===== config.mk =====
export PLATFORM = sky130hd
export DESIGN_NAME = mba_node
export DESIGN_NICKNAME = d
export VERILOG_FILES = /design/src/verilog/mba_pkg.sv /design/src/verilog/mba_node.sv
export SDC_FILE = /design/constraint.sdc
export NUM_CORES = 1
export LEC_CHECK = 0
export BUFFER_PORTS_ARGS = -buffer_cell sky130_fd_sc_hd__clkbuf_2
export CAP_MARGIN = 20
export CORE_UTILIZATION = 61
export CTS_CLUSTER_SIZE = 12
export DETAILED_ROUTE_END_ITERATION = 8
export PLACE_DENSITY = 0.78
export RECOVER_POWER = 100
export SLEW_MARGIN = 40
export SYNTH_ARGS = -nofsm -noshare
export SYNTH_HDL_FRONTEND = slang
export SYNTH_SLANG_ARGS = --single-unit

===== constraint.sdc =====
create_clock -name clk_i -period 5.2 [get_ports clk_i]
set_clock_uncertainty 0.2 [all_clocks]
set_input_delay 1.3 -clock clk_i [delete_from_list [all_inputs] [get_ports clk_i]]
set_output_delay 1.3 -clock clk_i [all_outputs]
set_load 0.02 [all_outputs]

===== src/verilog/mba_pkg.sv =====
// Constants, register map and types of the multiprocessor bus arbiter node.
// Assumes one common clock for all six nodes sharing the request lines.
// What this block does
// - Own ID drives one line, watches all
// - Six request lines, all at boundary
// - Select pin high rotating, low fixed
// - Rotating: next after master ranks first
// - Transfer only when master drops, others request
// - Master keeps bus while holding request
// - Lone release costs master no cycles
// - Highest priority requester masters next cycle
// - Each node tracks master from lines
// - Changeover costs exactly one cycle
// - Lock keeps bus through read-modify-write
// - Optional cap on master tenure cycles
// - Core priority access beats ongoing DMA
// - Broadcast write reaches all other nodes
// - Master accesses node window directly
// - Eight message registers per node
// - Vector write raises immediate interrupt
package mba_pkg;
   localparam int NUM_NODES = 6;
   localparam int ID_W = 3;
   localparam int DATA_W = 32;
   localparam int ADR_W = 6;
   localparam int TEN_W = 16;
   localparam int NUM_MSG = 8;
   localparam int EXT_REG_W = 4;
   localparam int N_EVT = 5;

   // Register byte offsets on the Wishbone side
   localparam logic [ADR_W-1:0] ADR_CTRL = 6'h00;
   localparam logic [ADR_W-1:0] ADR_STATUS = 6'h04;
   localparam logic [ADR_W-1:0] ADR_MASK = 6'h08;
   localparam logic [ADR_W-1:0] ADR_MASTER = 6'h0c;
   localparam logic [ADR_W-1:0] ADR_VECTOR = 6'h10;
   localparam logic [ADR_W-1:0] ADR_TENURE = 6'h14;
   localparam logic [ADR_W-1:0] ADR_MSG_BASE = 6'h20;

   // Control fields
   localparam int CTRL_LOCK = 0;
   localparam int CTRL_TENURE_EN = 1;
   localparam int CTRL_CPA_EN = 2;
   localparam int CTRL_W = 3;
   localparam logic [CTRL_W-1:0] CTRL_RESET = 3'h0;
   localparam logic [TEN_W-1:0] TENURE_RESET = 16'h0010;

   // Status and mask fields
   localparam int EVT_GAINED = 0;
   localparam int EVT_LOST = 1;
   localparam int EVT_MSG = 2;
   localparam int EVT_VECTOR = 3;
   localparam int EVT_TENURE = 4;

   // Inbound window: register select and broadcast node code
   localparam logic [EXT_REG_W-1:0] EXT_VECTOR = 4'h8;
   localparam logic [ID_W-1:0] EXT_BCAST_NODE = 3'h7;

   typedef enum logic [2:0] {
      ARB_IDLE = 3'b001,
      ARB_HELD = 3'b010,
      ARB_PARKED = 3'b100
   } mba_arb_state_t;
endpackage : mba_pkg


===== src/verilog/mba_node.sv =====
// One node of the distributed bus arbiter, with its message registers,
// vector interrupt register and Wishbone register port.
// Assumes the six request lines come from logic on the same clock and
// that the priority select and core-priority pins are asynchronous.
//
// Design decisions made here: the Wishbone slave port and the placing of the registers.
`timescale 1ns/10ps
module mba_node #(
   parameter logic [2:0] NODE_ID = 3'h0
) (
   input wire logic clk_i,
   input wire logic rst_i,
   // Shared request lines, active low, index i is processor ID i+1
   input wire logic [mba_pkg::NUM_NODES-1:0] bus_request_n_i,
   output logic bus_request_n_o,
   input wire logic priority_scheme_select_i,
   input wire logic core_priority_access_n_i,
   output logic core_priority_access_n_o,
   // Local demand for the external bus
   input wire logic core_req_i,
   input wire logic dma_req_i,
   output logic bus_grant_o,
   output logic [mba_pkg::ID_W-1:0] master_id_o,
   output logic master_valid_o,
   // Inbound accesses from the current bus master
   input wire logic ext_valid_i,
   input wire logic ext_we_i,
   input wire logic [mba_pkg::ID_W-1:0] ext_node_i,
   input wire logic [mba_pkg::EXT_REG_W-1:0] ext_reg_i,
   input wire logic [mba_pkg::DATA_W-1:0] ext_wdata_i,
   output logic ext_ack_o,
   output logic [mba_pkg::DATA_W-1:0] ext_rdata_o,
   // Vector interrupt toward the local core
   output logic vector_irq_o,
   output logic [mba_pkg::DATA_W-1:0] vector_interrupt_address_o,
   // Wishbone classic slave
   input wire logic wb_cyc_i,
   input wire logic wb_stb_i,
   input wire logic wb_we_i,
   input wire logic [mba_pkg::ADR_W-1:0] wb_adr_i,
   input wire logic [3:0] wb_sel_i,
   input wire logic [mba_pkg::DATA_W-1:0] wb_dat_i,
   output logic [mba_pkg::DATA_W-1:0] wb_dat_o,
   output logic wb_ack_o,
   output logic irq_o
);
   import mba_pkg::*;

   // Search from base upward with wrap, first requester wins
   function automatic logic [ID_W:0] mba_pick(
      input logic [NUM_NODES-1:0] req,
      input logic [ID_W-1:0] base
   );
      logic [ID_W:0] res;
      logic [ID_W:0] idx;
      res = '0;
      for (int i = NUM_NODES - 1; i >= 0; i--) begin
         idx = {1'b0, base} + (ID_W + 1)'(i);
         if (idx >= (ID_W + 1)'(NUM_NODES)) begin
            idx = idx - (ID_W + 1)'(NUM_NODES);
         end
         if (req[idx[ID_W-1:0]]) begin
            res = {1'b1, idx[ID_W-1:0]};
         end
      end
      return res;
   endfunction : mba_pick

   // Byte-lane merge for Wishbone writes
   function automatic logic [DATA_W-1:0] mba_merge(
      input logic [DATA_W-1:0] old,
      input logic [DATA_W-1:0] din,
      input logic [3:0] sel
   );
      logic [DATA_W-1:0] res;
      res = old;
      for (int b = 0; b < 4; b++) begin
         if (sel[b]) begin
            res[b*8 +: 8] = din[b*8 +: 8];
         end
      end
      return res;
   endfunction : mba_merge

   logic rps_meta;
   logic rps_sync;
   logic cpa_meta;
   logic cpa_sync;
   logic [NUM_NODES-1:0] req;
   logic [NUM_NODES-1:0] others_req;
   mba_arb_state_t state;
   mba_arb_state_t next_state;
   logic [ID_W-1:0] master_id;
   logic [ID_W-1:0] next_master_id;
   logic [ID_W-1:0] base;
   logic [ID_W:0] pick;
   logic master_drops;
   logic is_master;
   logic [CTRL_W-1:0] ctrl;
   logic [TEN_W-1:0] tenure_limit;
   logic [TEN_W-1:0] hold_cnt;
   logic tenure_drop;
   logic tenure_fire;
   logic cpa_yield;
   logic own_req;
   logic gained;
   logic lost;
   logic [DATA_W-1:0] msg [NUM_MSG];
   logic [DATA_W-1:0] vector_addr;
   logic ext_hit;
   logic ext_wr;
   logic ext_rd_local;
   logic [N_EVT-1:0] status;
   logic [N_EVT-1:0] mask;
   logic [N_EVT-1:0] evt;
   logic wb_fire;
   logic wb_wr;
   logic wb_rd;
   logic [DATA_W-1:0] wb_rdata;

   // Two-flop synchronisers for the asynchronous pins
   always_ff @(posedge clk_i) begin
      if (rst_i) begin
         rps_meta <= 1'b0;
         rps_sync <= 1'b0;
         cpa_meta <= 1'b1;
         cpa_sync <= 1'b1;
      end else begin
         rps_meta <= priority_scheme_select_i;
         rps_sync <= rps_meta;
         cpa_meta <= core_priority_access_n_i;
         cpa_sync <= cpa_meta;
      end
   end

   // Lines are low while asserted; idle positions float high
   assign req = ~bus_request_n_i;
   assign others_req = req & ~(NUM_NODES'(1) << master_id);
   assign master_drops = ~req[master_id];

   // Rotating ranks start just after the master, fixed start at ID1
   assign base = (rps_sync && state != ARB_IDLE) ?
      ((master_id == ID_W'(NUM_NODES - 1)) ? '0 : master_id + 1'b1) :
      '0;
   assign pick = mba_pick(others_req | (state == ARB_IDLE ? req : '0),
      base);

   // Every node runs this same tracker, so all agree on the master
   always_comb begin
      next_state = state;
      next_master_id = master_id;
      case (state)
         ARB_IDLE: begin
            if (pick[ID_W]) begin
               next_state = ARB_HELD;
               next_master_id = pick[ID_W-1:0];
            end
         end
         ARB_HELD: begin
            // Master keeps the bus while its line stays low
            if (master_drops && pick[ID_W]) begin
               next_state = ARB_HELD;
               next_master_id = pick[ID_W-1:0];
            end else if (master_drops) begin
               next_state = ARB_PARKED;
            end
         end
         ARB_PARKED: begin
            // Parked master may resume at once; others force a transfer
            if (!master_drops) begin
               next_state = ARB_HELD;
            end else if (pick[ID_W]) begin
               next_state = ARB_HELD;
               next_master_id = pick[ID_W-1:0];
            end
         end
         default: begin
            next_state = ARB_IDLE;
            next_master_id = '0;
         end
      endcase
   end

   // Master tracking state
   always_ff @(posedge clk_i) begin
      if (rst_i) begin
         state <= ARB_IDLE;
         master_id <= '0;
      end else begin
         state <= next_state;
         master_id <= next_master_id;
      end
   end

   assign is_master = (state != ARB_IDLE) && (master_id == NODE_ID);
   assign gained = (next_state != ARB_IDLE) && (next_master_id == NODE_ID)
      && !is_master;
   assign lost = is_master && (next_master_id != NODE_ID);

   // Cap reached while another node waits; fires once per tenure, and the
   // sum is one bit wider so a saturated count cannot wrap to zero
   assign tenure_fire = is_master && ctrl[CTRL_TENURE_EN] &&
      !ctrl[CTRL_LOCK] && !tenure_drop && |others_req &&
      ({1'b0, hold_cnt} + 17'h1 >= {1'b0, tenure_limit});

   // Tenure counter: cycles held since this node became master
   always_ff @(posedge clk_i) begin
      if (rst_i) begin
         hold_cnt <= '0;
         tenure_drop <= 1'b0;
      end else if (!is_master || gained) begin
         hold_cnt <= '0;
         tenure_drop <= 1'b0;
      end else begin
         if (hold_cnt != '1) begin
            hold_cnt <= hold_cnt + 1'b1;
         end
         // Forced release only matters when someone else waits
         if (tenure_fire) begin
            tenure_drop <= 1'b1;
         end
      end
   end

   // A slave core asking with priority pushes a DMA-only master off
   assign cpa_yield = ctrl[CTRL_CPA_EN] && is_master && dma_req_i &&
      !core_req_i && !cpa_sync && !ctrl[CTRL_LOCK];

   // Own request: lock overrides both forced releases
   assign own_req = ctrl[CTRL_LOCK] ? (core_req_i || dma_req_i || is_master)
      : ((core_req_i || dma_req_i) && !tenure_drop && !cpa_yield);

   // Own line and core-priority pin are driven from flops
   always_ff @(posedge clk_i) begin
      if (rst_i) begin
         bus_request_n_o <= 1'b1;
         core_priority_access_n_o <= 1'b1;
      end else begin
         bus_request_n_o <= ~own_req;
         core_priority_access_n_o <= ~(ctrl[CTRL_CPA_EN] && core_req_i &&
            !is_master);
      end
   end

   // Grant while master and our own line is held low
   assign bus_grant_o = is_master && req[NODE_ID];
   assign master_id_o = master_id;
   assign master_valid_o = (state != ARB_IDLE);

   // Inbound window decode: our node or the broadcast window
   assign ext_hit = ext_valid_i && (ext_node_i == NODE_ID ||
      (ext_we_i && ext_node_i == EXT_BCAST_NODE && !is_master));
   assign ext_wr = ext_hit && ext_we_i;
   assign ext_rd_local = ext_hit && !ext_we_i;

   // Inbound read answer, one cycle after the request
   always_ff @(posedge clk_i) begin
      if (rst_i) begin
         ext_ack_o <= 1'b0;
         ext_rdata_o <= '0;
      end else begin
         ext_ack_o <= ext_hit;
         if (ext_rd_local) begin
            if (ext_reg_i == EXT_VECTOR) begin
               ext_rdata_o <= vector_addr;
            end else if (ext_reg_i < EXT_REG_W'(NUM_MSG)) begin
               ext_rdata_o <= msg[ext_reg_i[2:0]];
            end else begin
               ext_rdata_o <= '0;
            end
         end
      end
   end

   // Wishbone strobes: one request, one ack, ack drops the next cycle
   assign wb_fire = wb_cyc_i && wb_stb_i && !wb_ack_o;
   assign wb_wr = wb_fire && wb_we_i;
   assign wb_rd = wb_fire && !wb_we_i;

   // Message registers: the inbound master wins a same-cycle clash
   always_ff @(posedge clk_i) begin
      if (rst_i) begin
         for (int i = 0; i < NUM_MSG; i++) begin
            msg[i] <= '0;
         end
      end else begin
         for (int i = 0; i < NUM_MSG; i++) begin
            if (ext_wr && ext_reg_i == EXT_REG_W'(i)) begin
               msg[i] <= ext_wdata_i;
            end else if (wb_wr &&
                  wb_adr_i == ADR_MSG_BASE + ADR_W'(4 * i)) begin
               msg[i] <= mba_merge(msg[i], wb_dat_i, wb_sel_i);
            end
         end
      end
   end

   // Vector register and its interrupt pulse to the core
   always_ff @(posedge clk_i) begin
      if (rst_i) begin
         vector_addr <= '0;
         vector_irq_o <= 1'b0;
      end else begin
         vector_irq_o <= ext_wr && ext_reg_i == EXT_VECTOR;
         if (ext_wr && ext_reg_i == EXT_VECTOR) begin
            vector_addr <= ext_wdata_i;
         end
      end
   end
   assign vector_interrupt_address_o = vector_addr;

   // Control, tenure limit and mask registers
   always_ff @(posedge clk_i) begin
      if (rst_i) begin
         ctrl <= CTRL_RESET;
         tenure_limit <= TENURE_RESET;
         mask <= '0;
      end else if (wb_wr) begin
         if (wb_adr_i == ADR_CTRL && wb_sel_i[0]) begin
            ctrl <= wb_dat_i[CTRL_W-1:0];
         end
         if (wb_adr_i == ADR_TENURE) begin
            tenure_limit <= TEN_W'(mba_merge({16'h0000, tenure_limit},
               wb_dat_i, wb_sel_i));
         end
         if (wb_adr_i == ADR_MASK && wb_sel_i[0]) begin
            mask <= wb_dat_i[N_EVT-1:0];
         end
      end
   end

   // Sticky events; a read of status clears, a new event wins the clash
   always_comb begin
      evt = '0;
      evt[EVT_GAINED] = gained;
      evt[EVT_LOST] = lost;
      evt[EVT_MSG] = ext_wr && ext_reg_i < EXT_REG_W'(NUM_MSG);
      evt[EVT_VECTOR] = ext_wr && ext_reg_i == EXT_VECTOR;
      evt[EVT_TENURE] = tenure_fire;
   end

   always_ff @(posedge clk_i) begin
      if (rst_i) begin
         status <= '0;
      end else if (wb_rd && wb_adr_i == ADR_STATUS) begin
         status <= evt;
      end else begin
         status <= status | evt;
      end
   end

   always_ff @(posedge clk_i) begin
      if (rst_i) begin
         irq_o <= 1'b0;
      end else begin
         irq_o <= |(next_status_q(status, evt, wb_rd) & mask);
      end
   end

   // Status value that the register will hold after this edge
   function automatic logic [N_EVT-1:0] next_status_q(
      input logic [N_EVT-1:0] cur,
      input logic [N_EVT-1:0] ev,
      input logic rd
   );
      logic [N_EVT-1:0] res;
      res = (rd && wb_adr_i == ADR_STATUS) ? ev : (cur | ev);
      return res;
   endfunction : next_status_q

   // Read mux; unmapped addresses read zero
   always_comb begin
      wb_rdata = '0;
      case (wb_adr_i)
         ADR_CTRL: wb_rdata[CTRL_W-1:0] = ctrl;
         ADR_STATUS: wb_rdata[N_EVT-1:0] = status;
         ADR_MASK: wb_rdata[N_EVT-1:0] = mask;
         ADR_MASTER: wb_rdata[ID_W+1:0] = {rps_sync, master_valid_o,
            master_id};
         ADR_VECTOR: wb_rdata = vector_addr;
         ADR_TENURE: wb_rdata[TEN_W-1:0] = tenure_limit;
         default: begin
            if (wb_adr_i >= ADR_MSG_BASE) begin
               wb_rdata = msg[wb_adr_i[4:2]];
            end
         end
      endcase
   end

   // Ack and read data one cycle after the strobe
   always_ff @(posedge clk_i) begin
      if (rst_i) begin
         wb_ack_o <= 1'b0;
         wb_dat_o <= '0;
      end else begin
         wb_ack_o <= wb_fire;
         if (wb_rd) begin
            wb_dat_o <= wb_rdata;
         end
      end
   end
endmodule : mba_node


==> results of run 1 <==
registers in the layout, indices dropped and copies added, names as in the netlist, 3 cells and up:
register / count
msg: 256
master_id_o: 3
hold_cnt: 16
vector_interrupt_address_o: 32
wb_dat_o: 32
tenure_limit: 16
state: 3
ext_rdata_o: 32
status: 5
ctrl: 3
mask: 5
synthesized netlist by cell type, drive strengths merged (27+ instances only):
library cell,instances
dfxtp,158
buf,34
edfxtp,256
o21ai,30
mux4,131
a21oi,163
a211oi,69
mux2i,47
inv,36
a22o,187
nand2,198
mux2,34
ha,27
clkbuf,207
nor2,181
nand2b,35
nand3,53
and2,33
nor2b,45
power by group:
group	switching [W]	total [W]	internal, W
registers	0.0000969	0.00372	0.00362
logic	0.000801	0.00128	0.000477
clock network	0.00130	0.00301	0.00172
per-stage QoR:
step                      hold WS [ns]  total power, W
after floorplan                  0.189         0.00463
after global placement           0.201         0.00500
after detailed placement         0.209         0.00504
after CTS                        0.224         0.00799
after global routing             0.240         0.00822
final                            0.227         0.00801
worst register-to-register path, delay by kind of cell, from the launching register on:
family | cells | cell delay [ns]
buffers and inverters | 2 | 0.71
flip-flops | 1 | 0.39
AND/OR/NAND/NOR | 6 | 2.14
AO/OA/AOI/OAI | 2 | 1.00
metal layers:
metal	up-vias	wire (µm)	global-route usage [%]
met5	-	24	0
met4	4	3850	18.0
met3	252	10200	9.61
met2	1467	34300	59.4
met1	9466	27100	51.6
li1	8312	-	-
layout make-up:
class	count	area [µm²]
Fill cell	2865	11900
Multi-Input combinational cell	1460	11700
Sequential cell	414	10900
Clock buffer	73	1310
Timing Repair Buffer	265	1290
Tap cell	511	639
Inverter	38	143
Clock inverter	7	35.0
Antenna cell	1	2.50
logic make-up after synthesis:
logic type	synth area share [%]
compound gates	18.1
xor+xnor	0.738
fa+ha+maj	1.43
buf+inv	4.60
flops	46.0
mux	16.1
simple gates	12.9
final timing paths:
check | startpoint | end | depth (start not counted)
worst max-delay path | wb_adr_i[4] | wb_dat_o[12] | 7
worst min-delay path | cpa_meta | cpa_sync | 1
worst max register to register | master_id_o[0] | msg[6][22] | 10
worst min register to register | cpa_meta | cpa_sync | 1
==> results.md, run 1 <==
* Async SR Flop Fraction at 0%
* Row count at 71
* Vias per cell at 7.04
* GPL Wtd Cong at 0.960
* Utilization after layout at 68.6%
* Setup violators final at 0
* All-Layer GR Usage at 38.6%
* Slowest-stage cell, CP: clkbuf_1
* Failing checks: capacitance limit, slew limit
* Gate count after technology mapping at 2153
* Max Cap Viol at 3
* Antenna viol nets, final at 0
* Dpl hpwl at 53.1 mm
* Synth area leader: edfxtp_1
* Top cell type's share of synthesized area at 32.6%
* Die Height at 199 µm
* Synthesized net count at 2278
* Clock-pin slew on the worst setup and hold paths at 0.06 ns
* Sink Count at 414
* WP data required at 5.46 ns
* Initial Util at 62.3%
* CTS tree: yes
* Detailed-route wire length at 75.5 mm
* Crit-path cells: clkbuf_1 -> clkbuf_1 -> nand3b_1 -> nor3_1 -> clkbuf_2 -> a222oi_1 -> a211oi_1
* #FFs+latches synth at 414
* Period minus WS final at 4.89 ns
* Max-slew violation count at 143
* Most common cell after layout, fill and taps aside: edfxtp_1
* Ports at 205
* Chip Width at 199 µm
* Setup TNS at 0 ns
* Root Buffer: clkbuf_16
* Core area at 37800 µm²
* Arr. time, crit path at 5.14 ns
* Hold Path Class: flip-flop to flip-flop
* Register area share after synthesis at 46.0%
* Final WS setup at 0.315 ns
* CP max FO at 26
* Share of layout cells above drive strength 1 at 17.9%
* Commonest cells after routing, fill and taps aside: edfxtp_1 (256), nand2_1 (198), a22o_1 (187)
* Synth top area cells: edfxtp_1 (33%), dfxtp_1 (13%), mux4_2 (13%)
* LEAKAGE at 9.41 nW
* Outcome: finished with violations
* Worst R2R Setup Slack at 0.40 ns
* Worst vdd ir at 294 µV
* Starting DRT DRC Count at 2607
* EDFF count, synth at 256
* Cts repair resizes at 0
* Yosys warnings at 0
* H-tree levels at 2
* Bufs and invs on worst path at 3
* Endpoint type of the worst setup path: flip-flop
* IO buf count at 204
* Via total after detailed routing at 19500
* Final Instance Area at 26000 µm²
* Worst stage delay on the critical path at 1.42 ns
* RSZ-0062 raised after global routing: no
* Initial antenna violation count at 4
* Dpl ws at 0.698 ns
* Area growth, synth to finish at 10.1%
* Nets at 2348
* Mapped Area at 23600 µm²
* CP most frequent cell: clkbuf_1
* First-pass GRT wire length at 114 mm
* Placed Area at 24900 µm²
* # Post-CTS Setup Buffers at 0
* Die footprint at 39400 µm²
* Post-synthesis cell type count at 94
* Synth Flop Type: edfxtp_1
* Fin. Hold Viols at 0
* Avg Cell Area, Syn at 11.0 µm²
* Vias in the first global route at 18800
* Drt first pass iters at 7
* # hold bufs at CTS at 0
* DRC violations left at 0
* Relative slew slack at -45.9%
* Clock latency on the worst-skew pair at 0.57 ns
* CTS buffer count at 44
* PwrDens at 309 nW/µm²
* WS Path Type: primary input to flip-flop
* Drt wl/cell at 27.3 µm
* Crit share post-route at 94.0%
* Number of cells after detailed placement at 2688
* Slew @ Worst Pin at 2.19 ns
* Crit path launch type: primary input
* Family with the most delay on the worst path: buffers and inverters
* Clk buf depth at 3
* Largest net degree at the start of global routing at 73
* Max frequency at 0.205 GHz
* Total grt overflow at 0
* Final Non-Filler Cells at 2769
(Power assumes the default switching activity.)
==> run 2, diff against run 1 <==
--- a/config.mk
+++ b/config.mk
@@ -13,4 +13,5 @@
 export PLACE_DENSITY = 0.78
 export RECOVER_POWER = 100
+export SKIP_LAST_GASP = 1
 export SLEW_MARGIN = 40
 export SYNTH_ARGS = -nofsm -noshare
--- a/constraint.sdc
+++ b/constraint.sdc
@@ -3,3 +3,3 @@
 set_input_delay 1.3 -clock clk_i [delete_from_list [all_inputs] [get_ports clk_i]]
 set_output_delay 1.3 -clock clk_i [all_outputs]
-set_load 0.02 [all_outputs]
+set_load 0.005 [all_outputs]
==> run 2 against run 1 <==
- first-iteration DRC count is 2.7% higher
- clock-buffer cell count did not move
- largest cell class unchanged
- die area stayed put
- fmax is 0.91% lower
- critical endpoint unchanged
- cell area grew 0.15%
- utilization grew 0.10 points
- critical path depth unchanged
- power down 0.41%
- non-clock buffer count did not move
- the flow still finishes with violations (capacitance limit, slew limit)
- global-route usage unchanged
- sequential share of layout area down 0.062 points
==> results.md, run 2 (same netlist as run 1, synthesis figures left out) <==
* Outcome: finished with violations
* Failing checks: capacitance limit, slew limit
* First-pass GRT wire length at 114 mm (unchanged)
* Biggest register: msg
* Row count at 71 (unchanged)
* Slowest-stage cell, CP: clkbuf_1
* Vias per cell at 7.04 (about the same)
* FF+latch area at 10900 µm² (unchanged)
* Arr. time, crit path at 5.19 ns (+0.05 ns)
* Cts repair resizes at 0 (unchanged)
* GPL Wtd Cong at 0.960 (unchanged)
* Sink Count at 414 (unchanged)
* Setup TNS at 0 ns (unchanged)
* IO buf count at 204 (unchanged)
* Fillers at 2847 (-0.63%)
* Commonest cells after routing, fill and taps aside: edfxtp_1 (256), nand2_1 (198), a22o_1 (187)
* Fin. Hold Viols at 0 (unchanged)
* Chip Width at 199 µm (unchanged)
* DRC violations left at 0 (unchanged)
* # hold bufs at CTS at 0 (unchanged)
* Total grt overflow at 0 (unchanged)
* All-Layer GR Usage at 38.6% (unchanged)
* Nets at 2348 (unchanged)
* H-tree levels at 2 (unchanged)
* Worst stage delay on the critical path at 1.41 ns (about the same)
* Via total after detailed routing at 19500 (-0.051%)
* Endpoint type of the worst setup path: flip-flop
* Detailed-route wire length at 75.5 mm (about the same)
* Initial Util at 62.3% (unchanged)
* Slew @ Worst Pin at 2.25 ns (+0.0564 ns)
* Root Buffer: clkbuf_16
* Area growth, synth to finish at 10.3%
* Largest register FFs at 256 (unchanged)
* # Post-CTS Setup Buffers at 0 (unchanged)
* Bufs and invs on worst path at 3 (unchanged)
* RSZ-0062 raised after global routing: no
* Vias in the first global route at 18800 (unchanged)
* Crit share post-route at 94.8% (+0.86 points)
* Max-slew violation count at 131 (-8.4%)
* Most common cell after layout, fill and taps aside: edfxtp_1
* PwrDens at 307 nW/µm² (-0.56%)
* WS Path Type: primary input to flip-flop
* Hold Path Class: flip-flop to flip-flop
* Family with the most delay on the worst path: buffers and inverters
* Starting DRT DRC Count at 2677 (+2.7%)
* Share of layout cells above drive strength 1 at 19.2% (+1.3 points)
* Period minus WS final at 4.93 ns (+0.0448 ns)
* Setup violators final at 0 (unchanged)
* Drt first pass iters at 6 (-1)
* Ports at 205 (unchanged)
* Initial antenna violation count at 4 (unchanged)
* Core area at 37800 µm² (unchanged)
* Largest net degree at the start of global routing at 73 (unchanged)
* Die footprint at 39400 µm² (unchanged)
* Die Height at 199 µm (unchanged)
* Area of the multi-input gates at 11700 µm² (unchanged)
* Clock latency on the worst-skew pair at 0.58 ns (about the same)
* Crit-path cells: clkbuf_1 -> clkbuf_1 -> nand3b_1 -> nor3_1 -> clkbuf_2 -> a222oi_1 -> a211oi_1
* Clk buf depth at 3 (unchanged)
* WP data required at 5.46 ns (about the same)
* Placed Area at 24900 µm² (unchanged)
* Relative slew slack at -49.7% (-3.8 points)
* Clock-pin slew on the worst setup and hold paths at 0.06 ns (about the same)
* Crit path launch type: primary input
* Final Instance Area at 26000 µm² (+0.15%)
* CTS buffer count at 44 (unchanged)
* Worst vdd ir at 294 µV (-0.32%)
* Overall power at 0.00798 W (-0.41%)
* Antenna viol nets, final at 0 (unchanged)
* CP most frequent cell: clkbuf_1
* CTS tree: yes
* Max frequency at 0.203 GHz (-0.91%)
* Dpl hpwl at 53.1 mm (unchanged)
* Max Cap Viol at 3 (unchanged)
* LEAKAGE at 9.51 nW (+1.1%)
* Drt wl/cell at 27.2 µm (about the same)
* CP max FO at 26 (unchanged)
-- run 2: changes by cell type in the layout (fill, tap and decap cells not counted), sizes merged --
cell	previous run	this run
diode	1	2
-- run 2: area by class of cell --
type	instances	share of cell area [%]
multi-input combinational	1460	44.9
sequential	414	41.7
clock buffer	73	5.05
timing repair buffer	265	5.11
tap	511	2.46
clock inverter	7	0.135
antenna	2	0.0192
inverter	38	0.549
-- run 2: per-layer routing --
layer	global-route usage [%]	up-vias	wire length, µm
met5	0	-	24
met4	18.0	4	3920
met3	9.61	274	10200
met2	59.4	1453	34200
met1	51.6	9445	27100
li1	-	8315	-
-- run 2: stage by stage --
stage	worst slack (ns)	instances	utilization, %	hold WS, ns
2_1_floorplan	0.976	2153	-	0.189
3_3_place_gp	0.752	2687	65.6	0.201
3_5_place_dp	0.698	2688	65.7	0.209
4_1_cts	0.740	2768	69.3	0.224
5_1_grt	0.200	2768	68.7	0.240
6_report	0.270	2770	68.7	0.223
-- run 2: power breakdown --
| group | switching, W | internal, W | total (W) |
|---|---|---|---|
| combinational | 0.000765 | 0.000478 | 0.00124 |
| clock | 0.00130 | 0.00172 | 0.00302 |
| sequential | 0.0000966 | 0.00362 | 0.00372 |
| total | 0.00216 | 0.00582 | 0.00798 |
-- run 2: final timing paths --
check / start / to / slack, ns / cells past startpoint
setup / recovery: wb_adr_i[4] / wb_dat_o[12] / 0.27 / 7
setup reg to reg: master_id_o[0] / msg[6][20] / 0.46 / 10
hold / removal: cpa_meta / cpa_sync / 0.22 / 1
hold reg to reg: cpa_meta / cpa_sync / 0.22 / 1
